$ cat src/pkg/pdld_pkg.sv
// Shared constants, register map and helpers of the digital lock detector
package pdld_pkg;

   // Clock and window timing
   localparam int CLK_PERIOD_PS = 100000;
   localparam int WND_CODE1_PS = 1000;
   localparam int WND_CODE2_PS = 1800;
   localparam int WND_CODE3_PS = 2600;

   // Widths
   localparam int LOCK_CNT_W = 14;
   localparam int WIN_W = 4;
   localparam int ADDR_W = 4;
   localparam int DATA_W = 16;

   // Register offsets
   localparam logic [3:0] REG_CFG = 4'h0;
   localparam logic [3:0] REG_PRI_CNT = 4'h1;
   localparam logic [3:0] REG_SEC_CNT = 4'h2;
   localparam logic [3:0] REG_HX_CNT = 4'h3;
   localparam logic [3:0] REG_STATUS = 4'h4;

   // Configuration field positions
   localparam int CFG_PRI_WND_LSB = 0;
   localparam int CFG_SEC_WND_LSB = 2;
   localparam int CFG_EXIT_SEL_BIT = 4;
   localparam int CFG_DBL_EN_BIT = 5;
   localparam int CFG_BUF_TYPE_LSB = 6;
   localparam int CFG_CLR1_BIT = 8;
   localparam int CFG_CLR2_BIT = 9;

   // Status field positions
   localparam int ST_LOCK1_BIT = 0;
   localparam int ST_LOST1_BIT = 1;
   localparam int ST_LOCK2_BIT = 2;
   localparam int ST_LOST2_BIT = 3;
   localparam int ST_HOLD_BIT = 4;
   localparam int ST_HX_LOCK_BIT = 5;

   // Reset values
   localparam logic [1:0] RST_PRI_WND = 2'h2;
   localparam logic [1:0] RST_SEC_WND = 2'h2;
   localparam logic [13:0] RST_PRI_CNT = 14'h0400;
   localparam logic [13:0] RST_SEC_CNT = 14'h2000;
   localparam logic [13:0] RST_HX_CNT = 14'h0400;

   // Window code to allowed edge separation in clock cycles, at least one
   function automatic logic [3:0] win_cycles(input logic [1:0] code);
      int ps;
      int cyc;
      case (code)
         2'h2: ps = WND_CODE2_PS;
         2'h3: ps = WND_CODE3_PS;
         default: ps = WND_CODE1_PS;
      endcase
      cyc = ps / CLK_PERIOD_PS;
      if (cyc < 1)
      begin
         cyc = 1;
      end
      return cyc[3:0];
   endfunction

endpackage

$ cat src/pkg/pdld_pd_if.sv
// Per phase detector cycle result carried from comparator to lock counters
`timescale 1ns/1ps
interface pdld_pd_if;
   logic pd_strobe;
   logic in_window;
   modport src (output pd_strobe, output in_window);
   modport snk (input pd_strobe, input in_window);
endinterface

$ cat src/hdl/pdld_top.sv
// Digital lock detect for two loops and holdover exit, with register port
`timescale 1ns/1ps
module pdld_top (
   // Clock and reset
   input wire logic core_clk_i,
   input wire logic rst_n_i,
   // Register port
   input wire logic [3:0] reg_addr_i,
   input wire logic [15:0] reg_wdata_i,
   input wire logic reg_we_i,
   input wire logic reg_re_i,
   output logic [15:0] reg_rdata_o,
   // Loop one divider outputs
   input wire logic loop1_reference_divider_output_i,
   input wire logic loop1_feedback_divider_output_i,
   // Loop two divider outputs
   input wire logic loop2_reference_divider_output_i,
   input wire logic loop2_feedback_divider_output_i,
   // Holdover entry request
   input wire logic holdover_enter_i,
   // Lock and mode outputs
   output logic loop1_digital_lock_indication_o,
   output logic loop2_digital_lock_indication_o,
   output logic holdover_o,
   output logic [1:0] input_buffer_type_o
);

   typedef struct packed {
      logic [1:0] primary_loop_window_size;
      logic [1:0] secondary_loop_window_size;
      logic exit_sel;
      logic osc_input_doubler_enable;
      logic [1:0] input_buffer_type;
      logic [1:0] lock_lost_clear_bit;
      logic [13:0] primary_loop_lock_count;
      logic [13:0] secondary_loop_lock_count;
      logic [13:0] holdover_exit_lock_count;
      logic [1:0] lock;
      logic [1:0] lock_lost_sticky_flag;
      logic hold;
      logic [15:0] rdata;
   } pdld_top_state_t;

   pdld_top_state_t q;
   pdld_top_state_t d;

   logic l1_lock;
   logic l2_lock;
   logic hx_lock;
   logic [3:0] pri_win;
   logic [3:0] sec_win;

   pdld_pd_if pd1 ();
   pdld_pd_if pd2 ();

   // Window codes to cycle limits
   assign pri_win = pdld_pkg::win_cycles(q.primary_loop_window_size);
   assign sec_win = pdld_pkg::win_cycles(q.secondary_loop_window_size);

   // Loop one comparator
   pdld_edge_cmp u_cmp1 (
      .core_clk_i(core_clk_i),
      .rst_n_i(rst_n_i),
      .reference_divider_output_i(loop1_reference_divider_output_i),
      .feedback_divider_output_i(loop1_feedback_divider_output_i),
      .both_edges_i(1'b0),
      .win_cycles_i(pri_win),
      .pd(pd1.src)
   );

   // Loop two comparator, reference doubled on request
   pdld_edge_cmp u_cmp2 (
      .core_clk_i(core_clk_i),
      .rst_n_i(rst_n_i),
      .reference_divider_output_i(loop2_reference_divider_output_i),
      .feedback_divider_output_i(loop2_feedback_divider_output_i),
      .both_edges_i(q.osc_input_doubler_enable),
      .win_cycles_i(sec_win),
      .pd(pd2.src)
   );

   // Loop one lock event
   pdld_lock_cnt u_lock1 (
      .core_clk_i(core_clk_i),
      .rst_n_i(rst_n_i),
      .pd(pd1.snk),
      .lock_count_i(q.primary_loop_lock_count),
      .lock_o(l1_lock)
   );

   // Loop two lock event
   pdld_lock_cnt u_lock2 (
      .core_clk_i(core_clk_i),
      .rst_n_i(rst_n_i),
      .pd(pd2.snk),
      .lock_count_i(q.secondary_loop_lock_count),
      .lock_o(l2_lock)
   );

   // Holdover exit event on loop one's window
   pdld_lock_cnt u_lock_hx (
      .core_clk_i(core_clk_i),
      .rst_n_i(rst_n_i),
      .pd(pd1.snk),
      .lock_count_i(q.holdover_exit_lock_count),
      .lock_o(hx_lock)
   );

   // Register access, lock flags and holdover
   always_comb
   begin
      logic [1:0] fall;
      fall = 2'h0;
      d = q;
      d.rdata = 16'h0000;
      if (reg_we_i)
      begin
         case (reg_addr_i)
            pdld_pkg::REG_CFG:
            begin
               d.primary_loop_window_size =
                  reg_wdata_i[pdld_pkg::CFG_PRI_WND_LSB +: 2];
               d.secondary_loop_window_size =
                  reg_wdata_i[pdld_pkg::CFG_SEC_WND_LSB +: 2];
               d.exit_sel = reg_wdata_i[pdld_pkg::CFG_EXIT_SEL_BIT];
               d.osc_input_doubler_enable = reg_wdata_i[pdld_pkg::CFG_DBL_EN_BIT];
               d.input_buffer_type = reg_wdata_i[pdld_pkg::CFG_BUF_TYPE_LSB +: 2];
               d.lock_lost_clear_bit[0] = reg_wdata_i[pdld_pkg::CFG_CLR1_BIT];
               d.lock_lost_clear_bit[1] = reg_wdata_i[pdld_pkg::CFG_CLR2_BIT];
            end
            pdld_pkg::REG_PRI_CNT:
            begin
               d.primary_loop_lock_count = reg_wdata_i[13:0];
            end
            pdld_pkg::REG_SEC_CNT:
            begin
               d.secondary_loop_lock_count = reg_wdata_i[13:0];
            end
            pdld_pkg::REG_HX_CNT:
            begin
               d.holdover_exit_lock_count = reg_wdata_i[13:0];
            end
            default:
            begin
               d.rdata = 16'h0000;
            end
         endcase
      end
      if (reg_re_i)
      begin
         case (reg_addr_i)
            pdld_pkg::REG_CFG:
            begin
               d.rdata[pdld_pkg::CFG_PRI_WND_LSB +: 2] = q.primary_loop_window_size;
               d.rdata[pdld_pkg::CFG_SEC_WND_LSB +: 2] = q.secondary_loop_window_size;
               d.rdata[pdld_pkg::CFG_EXIT_SEL_BIT] = q.exit_sel;
               d.rdata[pdld_pkg::CFG_DBL_EN_BIT] = q.osc_input_doubler_enable;
               d.rdata[pdld_pkg::CFG_BUF_TYPE_LSB +: 2] = q.input_buffer_type;
               d.rdata[pdld_pkg::CFG_CLR1_BIT] = q.lock_lost_clear_bit[0];
               d.rdata[pdld_pkg::CFG_CLR2_BIT] = q.lock_lost_clear_bit[1];
            end
            pdld_pkg::REG_PRI_CNT:
            begin
               d.rdata = {2'h0, q.primary_loop_lock_count};
            end
            pdld_pkg::REG_SEC_CNT:
            begin
               d.rdata = {2'h0, q.secondary_loop_lock_count};
            end
            pdld_pkg::REG_HX_CNT:
            begin
               d.rdata = {2'h0, q.holdover_exit_lock_count};
            end
            pdld_pkg::REG_STATUS:
            begin
               d.rdata[pdld_pkg::ST_LOCK1_BIT] = q.lock[0];
               d.rdata[pdld_pkg::ST_LOST1_BIT] = q.lock_lost_sticky_flag[0];
               d.rdata[pdld_pkg::ST_LOCK2_BIT] = q.lock[1];
               d.rdata[pdld_pkg::ST_LOST2_BIT] = q.lock_lost_sticky_flag[1];
               d.rdata[pdld_pkg::ST_HOLD_BIT] = q.hold;
               d.rdata[pdld_pkg::ST_HX_LOCK_BIT] = hx_lock;
            end
            default:
            begin
               d.rdata = 16'h0000; // Unmapped reads as zero
            end
         endcase
      end
      // Lock indications and sticky loss flags
      d.lock = {l2_lock, l1_lock};
      fall = q.lock & ~d.lock;
      d.lock_lost_sticky_flag = ~q.lock_lost_clear_bit &
         (q.lock_lost_sticky_flag | fall);
      // Holdover entry wins over a same-cycle exit
      if (holdover_enter_i)
      begin
         d.hold = 1'b1;
      end
      else if (q.hold && hx_lock && q.exit_sel)
      begin
         d.hold = 1'b0;
      end
   end

   // State register
   always_ff @(posedge core_clk_i or negedge rst_n_i)
   begin
      if (!rst_n_i)
      begin
         q <= '0;
         q.primary_loop_window_size <= pdld_pkg::RST_PRI_WND;
         q.secondary_loop_window_size <= pdld_pkg::RST_SEC_WND;
         q.primary_loop_lock_count <= pdld_pkg::RST_PRI_CNT;
         q.secondary_loop_lock_count <= pdld_pkg::RST_SEC_CNT;
         q.holdover_exit_lock_count <= pdld_pkg::RST_HX_CNT;
      end
      else
      begin
         q <= d;
      end
   end

   // Outputs straight from state
   assign reg_rdata_o = q.rdata;
   assign loop1_digital_lock_indication_o = q.lock[0];
   assign loop2_digital_lock_indication_o = q.lock[1];
   assign holdover_o = q.hold;
   assign input_buffer_type_o = q.input_buffer_type;

   a_lock_follows_event: assert property (@(posedge core_clk_i) disable iff (!rst_n_i)
      ##1 (q.lock == $past({l2_lock, l1_lock})))
      else $error("lock output does not follow lock event");
   a_lost_on_fall: assert property (@(posedge core_clk_i) disable iff (!rst_n_i)
      ($fell(q.lock[0]) && !q.lock_lost_clear_bit[0] && !$past(q.lock_lost_clear_bit[0]))
      |=> q.lock_lost_sticky_flag[0])
      else $error("loop one lost flag not set on falling lock");
   a_lost_held_clear: assert property (@(posedge core_clk_i) disable iff (!rst_n_i)
      q.lock_lost_clear_bit[1] |=> !q.lock_lost_sticky_flag[1])
      else $error("loop two lost flag not held clear");
   a_lost_sticky: assert property (@(posedge core_clk_i) disable iff (!rst_n_i)
      (q.lock_lost_sticky_flag[1] && !q.lock_lost_clear_bit[1])
      |=> q.lock_lost_sticky_flag[1])
      else $error("loop two lost flag dropped without clear");
   a_hold_exit: assert property (@(posedge core_clk_i) disable iff (!rst_n_i)
      (q.hold && hx_lock && q.exit_sel && !holdover_enter_i) |=> !q.hold)
      else $error("holdover not left on exit event");
   a_hold_stays: assert property (@(posedge core_clk_i) disable iff (!rst_n_i)
      (q.hold && !q.exit_sel) |=> q.hold)
      else $error("holdover left while exit selection is zero");
   a_status_read: assert property (@(posedge core_clk_i) disable iff (!rst_n_i)
      (reg_re_i && reg_addr_i == pdld_pkg::REG_STATUS)
      |=> (q.rdata[pdld_pkg::ST_LOCK2_BIT] == $past(q.lock[1])))
      else $error("status read shows wrong loop two lock");
   a_read_one_cycle: assert property (@(posedge core_clk_i) disable iff (!rst_n_i)
      !reg_re_i |=> (q.rdata == 16'h0000))
      else $error("read data present without read strobe");

endmodule // pdld_top

$ cat src/hdl/pdld_edge_cmp.sv
// Edge window comparator for one loop's divider outputs
`timescale 1ns/1ps
module pdld_edge_cmp (
   // Clock and reset
   input wire logic core_clk_i,
   input wire logic rst_n_i,
   // Divider outputs from the pins
   input wire logic reference_divider_output_i,
   input wire logic feedback_divider_output_i,
   // Configuration
   input wire logic both_edges_i,
   input wire logic [3:0] win_cycles_i,
   // Result per phase detector cycle
   pdld_pd_if.src pd
);

   typedef enum logic [1:0] {PEND_IDLE, PEND_REF, PEND_FB} pdld_pend_t;

   typedef struct packed {
      logic [1:0] s1;
      logic [1:0] s2;
      logic [1:0] s3;
      logic [1:0] lvl;
      pdld_pend_t pend;
      logic [3:0] cnt;
      logic strobe;
      logic inwin;
   } pdld_cmp_state_t;

   pdld_cmp_state_t q;
   pdld_cmp_state_t d;

   // Filter, edge detect and separation measurement
   always_comb
   begin
      logic [1:0] agree;
      logic [1:0] rise;
      logic [1:0] chg;
      logic rr;
      logic fr;
      logic lag;
      logic lead;
      agree = ~(q.s2 ^ q.s3);
      rise = agree & q.s3 & ~q.lvl;
      chg = agree & (q.s3 ^ q.lvl);
      rr = both_edges_i ? chg[0] : rise[0];
      fr = rise[1];
      d = q;
      d.s1 = {feedback_divider_output_i, reference_divider_output_i};
      d.s2 = q.s1;
      d.s3 = q.s2;
      d.lvl = (agree & q.s3) | (~agree & q.lvl);
      d.strobe = 1'b0;
      d.inwin = 1'b0;
      lag = (q.pend == PEND_REF) ? fr : rr;
      lead = (q.pend == PEND_REF) ? rr : fr;
      case (q.pend)
         PEND_IDLE:
         begin
            d.cnt = 4'h0;
            if (rr && fr)
            begin
               d.strobe = 1'b1;
               d.inwin = 1'b1;
            end
            else if (rr)
            begin
               d.pend = PEND_REF;
            end
            else if (fr)
            begin
               d.pend = PEND_FB;
            end
         end
         PEND_REF, PEND_FB:
         begin
            if (lag)
            begin
               d.strobe = 1'b1;
               d.inwin = 1'b1;
               d.pend = PEND_IDLE;
            end
            else if (lead || (q.cnt == win_cycles_i - 4'h1))
            begin
               d.strobe = 1'b1; // Missed partner edge
               d.pend = lead ? q.pend : PEND_IDLE;
               d.cnt = 4'h0;
            end
            else
            begin
               d.cnt = q.cnt + 4'h1;
            end
         end
         default:
         begin
            d.pend = PEND_IDLE;
         end
      endcase
   end

   // State register
   always_ff @(posedge core_clk_i or negedge rst_n_i)
   begin
      if (!rst_n_i)
      begin
         q <= '0;
      end
      else
      begin
         q <= d;
      end
   end

   assign pd.pd_strobe = q.strobe;
   assign pd.in_window = q.inwin;

   a_pending_bounded: assert property (@(posedge core_clk_i) disable iff (!rst_n_i)
      (q.pend != PEND_IDLE) |-> ##[1:16] q.strobe)
      else $error("pending edge never resolved");
   a_inwin_needs_strobe: assert property (@(posedge core_clk_i) disable iff (!rst_n_i)
      q.inwin |-> q.strobe)
      else $error("in-window flag without strobe");

endmodule // pdld_edge_cmp

$ cat src/hdl/pdld_lock_cnt.sv
// Consecutive in-window counter producing one lock event level
`timescale 1ns/1ps
module pdld_lock_cnt (
   // Clock and reset
   input wire logic core_clk_i,
   input wire logic rst_n_i,
   // Phase detector results
   pdld_pd_if.snk pd,
   // Programmed lock count
   input wire logic [13:0] lock_count_i,
   // Lock level
   output logic lock_o
);

   typedef struct packed {
      logic [13:0] cnt;
      logic lock;
   } pdld_cnt_state_t;

   pdld_cnt_state_t q;
   pdld_cnt_state_t d;
   logic [13:0] target;

   // Zero count is invalid, treated as one
   assign target = (lock_count_i == 14'h0000) ? 14'h0001 : lock_count_i;

   // Count, saturate and clear
   always_comb
   begin
      d = q;
      if (pd.pd_strobe)
      begin
         if (!pd.in_window)
         begin
            d.cnt = 14'h0000;
            d.lock = 1'b0;
         end
         else if (q.cnt >= target)
         begin
            d.lock = 1'b1;
         end
         else
         begin
            d.cnt = q.cnt + 14'h0001;
            d.lock = q.lock | (q.cnt + 14'h0001 >= target);
         end
      end
   end

   // State register
   always_ff @(posedge core_clk_i or negedge rst_n_i)
   begin
      if (!rst_n_i)
      begin
         q <= '0;
      end
      else
      begin
         q <= d;
      end
   end

   assign lock_o = q.lock;

   a_miss_clears: assert property (@(posedge core_clk_i) disable iff (!rst_n_i)
      (pd.pd_strobe && !pd.in_window) |=> (q.cnt == 14'h0000 && !q.lock))
      else $error("out-of-window cycle did not clear counter");
   a_lock_at_count: assert property (@(posedge core_clk_i) disable iff (!rst_n_i)
      $rose(q.lock) |-> (q.cnt >= $past(target)))
      else $error("lock rose before lock count reached");
   a_lock_holds: assert property (@(posedge core_clk_i) disable iff (!rst_n_i)
      (q.lock && !(pd.pd_strobe && !pd.in_window)) |=> q.lock)
      else $error("lock dropped without out-of-window cycle");

endmodule // pdld_lock_cnt

$ cat config.mk
export PLATFORM = sky130hd
export DESIGN_NAME = pdld_top
export DESIGN_NICKNAME = d
export VERILOG_FILES = /design/src/pkg/pdld_pkg.sv /design/src/pkg/pdld_pd_if.sv /design/src/hdl/pdld_top.sv /design/src/hdl/pdld_edge_cmp.sv /design/src/hdl/pdld_lock_cnt.sv
export SDC_FILE = /design/constraint.sdc
export NUM_CORES = 1
export LEC_CHECK = 0
export BUFFER_PORTS_ARGS = -buffer_cell sky130_fd_sc_hd__buf_4
export CORE_ASPECT_RATIO = 0.5
export CORE_MARGIN = 2
export CORE_UTILIZATION = 45
export CTS_CLUSTER_DIAMETER = 80
export DETAILED_ROUTE_END_ITERATION = 6
export HOLD_SLACK_MARGIN = 0.08
export PLACE_DENSITY_LB_ADDON = 0.05
export REMOVE_ABC_BUFFERS = 1
export SYNTH_ARGS = -nofsm -noshare
export SYNTH_HDL_FRONTEND = slang
export SYNTH_SLANG_ARGS = --single-unit
$ cat constraint.sdc
create_clock -name core_clk_i -period 2.5 [get_ports core_clk_i]
set_input_delay 0.5 -clock core_clk_i [delete_from_list [all_inputs] [get_ports core_clk_i]]
set_output_delay 0.5 -clock core_clk_i [all_outputs]
set_load 0.03 [all_outputs]
==> metrics.yaml <==
outcome: "complete, no violations"
cts_tree: "yes"
cts.sinks: 148
netlist_area_mm2: 0.00934
ys_ff_latch: 148
num_rows: 37
port_buffers: 45
fin_nets: 1172
synth_top_area_share_pct: 38.3
cpMostUsedCell: "a21oi_2"
grt_max_degree: 57
min_period_over_period_pct: 99.2
min_path_type: "input port to flop"
crit_slowest_cell: "dfrtp_1"
ir_drop_uv: 578
setup-violations-final: 0
tightest_slew_ps: 565
path_clk_slew_ps: 70
cts-buffers-inserted: 17
start_kind: "flop"
worstSetupPathType: "flop to flop"
fmax_ghz: 0.403
vias: 7385
core_area_mm2: 0.0205
drive_gt1_share_pct: 31.0
worst_ep_arrival_time_ps: 2810
post-place-ws_ps: -71.6
cp_max_fo: 4
yosys-top-cells-count: "143 x dfrtp_1, 104 x ha_1, 74 x inv_1"
timing.hold.ws_ps: 155
dieArea_mm2: 0.0220
yosys.area.top_type: "dfrtp_1"
final_area_mm2: 0.0115
hold_viol_final: 0
dp.cells: 1276
p_leak_nw: 5.62
ys_async_sr_fraction_pct: 100
clkPwrFrac_pct: 32.3
clock_latency_ps: 450
yosysWarningCount: 0
start_util_pct: 45.6
grt_pass1_vias: 7450
grtUsageTotal_pct: 23.2
first_iter_violations: 457
synth_area_leaders: "dfrtp_1 38%, ha_1 14%, mux2_2 7.1%, inv_1 3.0%, a22o_1 2.8%"
swShare_pct: 34.3
grt_pass1_wl_um: 39600
synth.most_common_cell: "dfrtp_1"
place_hpwl_um: 18600
antenna_found_initial: 0
internal_power_mw: 5.24
switchingPower_mw: 2.74
antenna_cells: 0
fin_crit_ps: 2480
stdcell_count: 1325
grt.overflow.total: 0
cts_root_buf: "clkbuf_16"
fp.dieH_um: 106
ant_nets: 0
synth-main-ff-cell: "dfrtp_1"
synth.avg_cell_area_um2: 10.4
htreeDepth: 4
viasPerCell: 5.57
slew_headroom_pct: 62.4
p_per_area_mw_per_mm2: 692
required_ps: 2830
first_pass_iters: 6
fin_ws_ps: 19.6
ys_seq_area_share_pct: 39.7
yosysUniqueCellTypes: 69
synthToLayoutAreaGrowth_pct: 23.4
synth-edff-count: 0
wl_per_cell_um: 18.4
placed_area_mm2: 0.0105
die_w_um: 208
io_pins: 50
cts.path.max_buffers: 2
path_buf_inv: 1
crit_chain: "ha_2, and4_4, nand4_1, buf_4, and2_4, or2_4, ha_4, a21o_1, a21oi_2, a21oi_2, o22a_1"
pwr-share-seq_pct: 37.6
drc: 0
fillers: 1845
combPwrFrac_pct: 30.1
endpoint_kind: "flop"
drv_slew: 0
rsz0062_at_grt: "true"
fin_worst_skew_ps: 5.74
max_stage_delay_ps: 390
gp_congestion: 0.846
syn_inst: 894
drt_wl_total_um: 24400
maxCapViolations: 0
critPathTopFamily: "simple AND/OR/NAND/NOR gates"
==> stage by stage <==
stage                     TNS (ps)  utilization [%]  power, mW
after floorplan                  0                -       4.29
after global placement        -431             51.5       5.15
after detailed placement      -489             51.5       5.22
after CTS                        0             54.9       7.86
after global routing          -263             56.3       8.46
final                            0             56.3       7.97
==> cells by family (layout without fill, tap and decap cells) <==
logic type,after synthesis,count (layout),synth area share [%]
AO/OA/AOI/OAI,201,201,15.7
other,1,2,0.0402
multiplexers,67,67,7.97
XOR/XNOR,29,29,2.72
buffers and inverters,111,268,5.68
adder cells (fa/ha/maj),104,104,13.9
AND/OR/NAND/NOR,233,233,14.2
flip-flops,148,148,39.7
==> state kept, by name, summed over array words and instances (netlist names), 2 cells and up, named ones only <==
| name | flops |
|---|---|
| u_lock_hx.q | 14 |
| reg_rdata_o | 14 |
| u_lock1.q | 14 |
| q | 52 |
| input_buffer_type_o | 2 |
| u_lock2.q | 14 |
| u_cmp1.q | 8 |
| u_cmp2.q | 8 |
| u_cmp1.d | 4 |
| u_cmp2.d | 4 |
==> worst register-to-register path, delay by kind of cell, from the launching register on <==
family          cells  cell delay [ps]
simple gates        4              790
flops               1              390
compound gates      4              560
fa+ha+maj           2              400
buf+inv             1              220
==> layer usage <==
layer,GRT usage (%),share of wire [%]
met4,5.67,1.0
met3,4.56,3.1
met5,0,0
met2,37.2,46
met1,32.4,50
==> power groups by stage <==
stage | combinational, mW | clock, mW | sequential (mW)
after global placement | 2.15 | 0 | 3.00
after floorplan | 1.32 | 0 | 2.97
final | 2.40 | 2.57 | 3.00
after detailed placement | 2.20 | 0 | 3.02
after CTS | 2.25 | 2.64 | 2.97
after global routing | 2.68 | 2.74 | 3.04
==> layout make-up <==
type / count / area (um2) / share of cell area (%)
tap: 273 / 342 / 2.96
sequential: 148 / 3710 / 32.2
clock inverter: 14 / 145 / 1.26
multi-input combinational: 636 / 5340 / 46.4
timing repair buffer: 162 / 1260 / 11.0
clock buffer: 18 / 439 / 3.81
inverter: 74 / 278 / 2.41
==> placed cells by master, fill, tap and decap left out, types with 18 or more instances in the layout <==
cell type,count
buf_4,157
nand2_1,33
nor2_1,38
inv_1,74
nand4_1,25
ha_1,97
mux2_2,59
clkbuf_16,18
nand3_1,25
a21oi_1,45
dfrtp_1,141
a22o_1,30
o21ai_0,26
==> repair_timing <==
| action | CTS | global route |
|---|---|---|
| hold endpoints to repair | 49 | 0 |
| pin swaps | 13 | 41 |
| gates resized for setup | 13 | 40 |
| endpoints found under the setup margin | 11 | 44 |
| cloned | 0 | 1 |
| setup buffers | 7 | 8 |
| hold buffers | 1 | 0 |
==> worst paths after layout <==
kind	startpoint	cells past startpoint	slack [ps]	endpoint
max reg2reg	u_lock2.q[2]	11	20	u_lock2.lock_o
max	u_lock2.q[2]	11	20	u_lock2.lock_o
min reg2reg	u_cmp2.d[12]	0	350	u_cmp2.d[10]
min	loop2_feedback_divider_output_i	1	150	u_cmp2.d[13]
min in group asynchronous	rst_n_i	2	580	u_cmp2.d[11]
max in group asynchronous	rst_n_i	3	1170	q[48]
(Power assumes the default switching activity.)
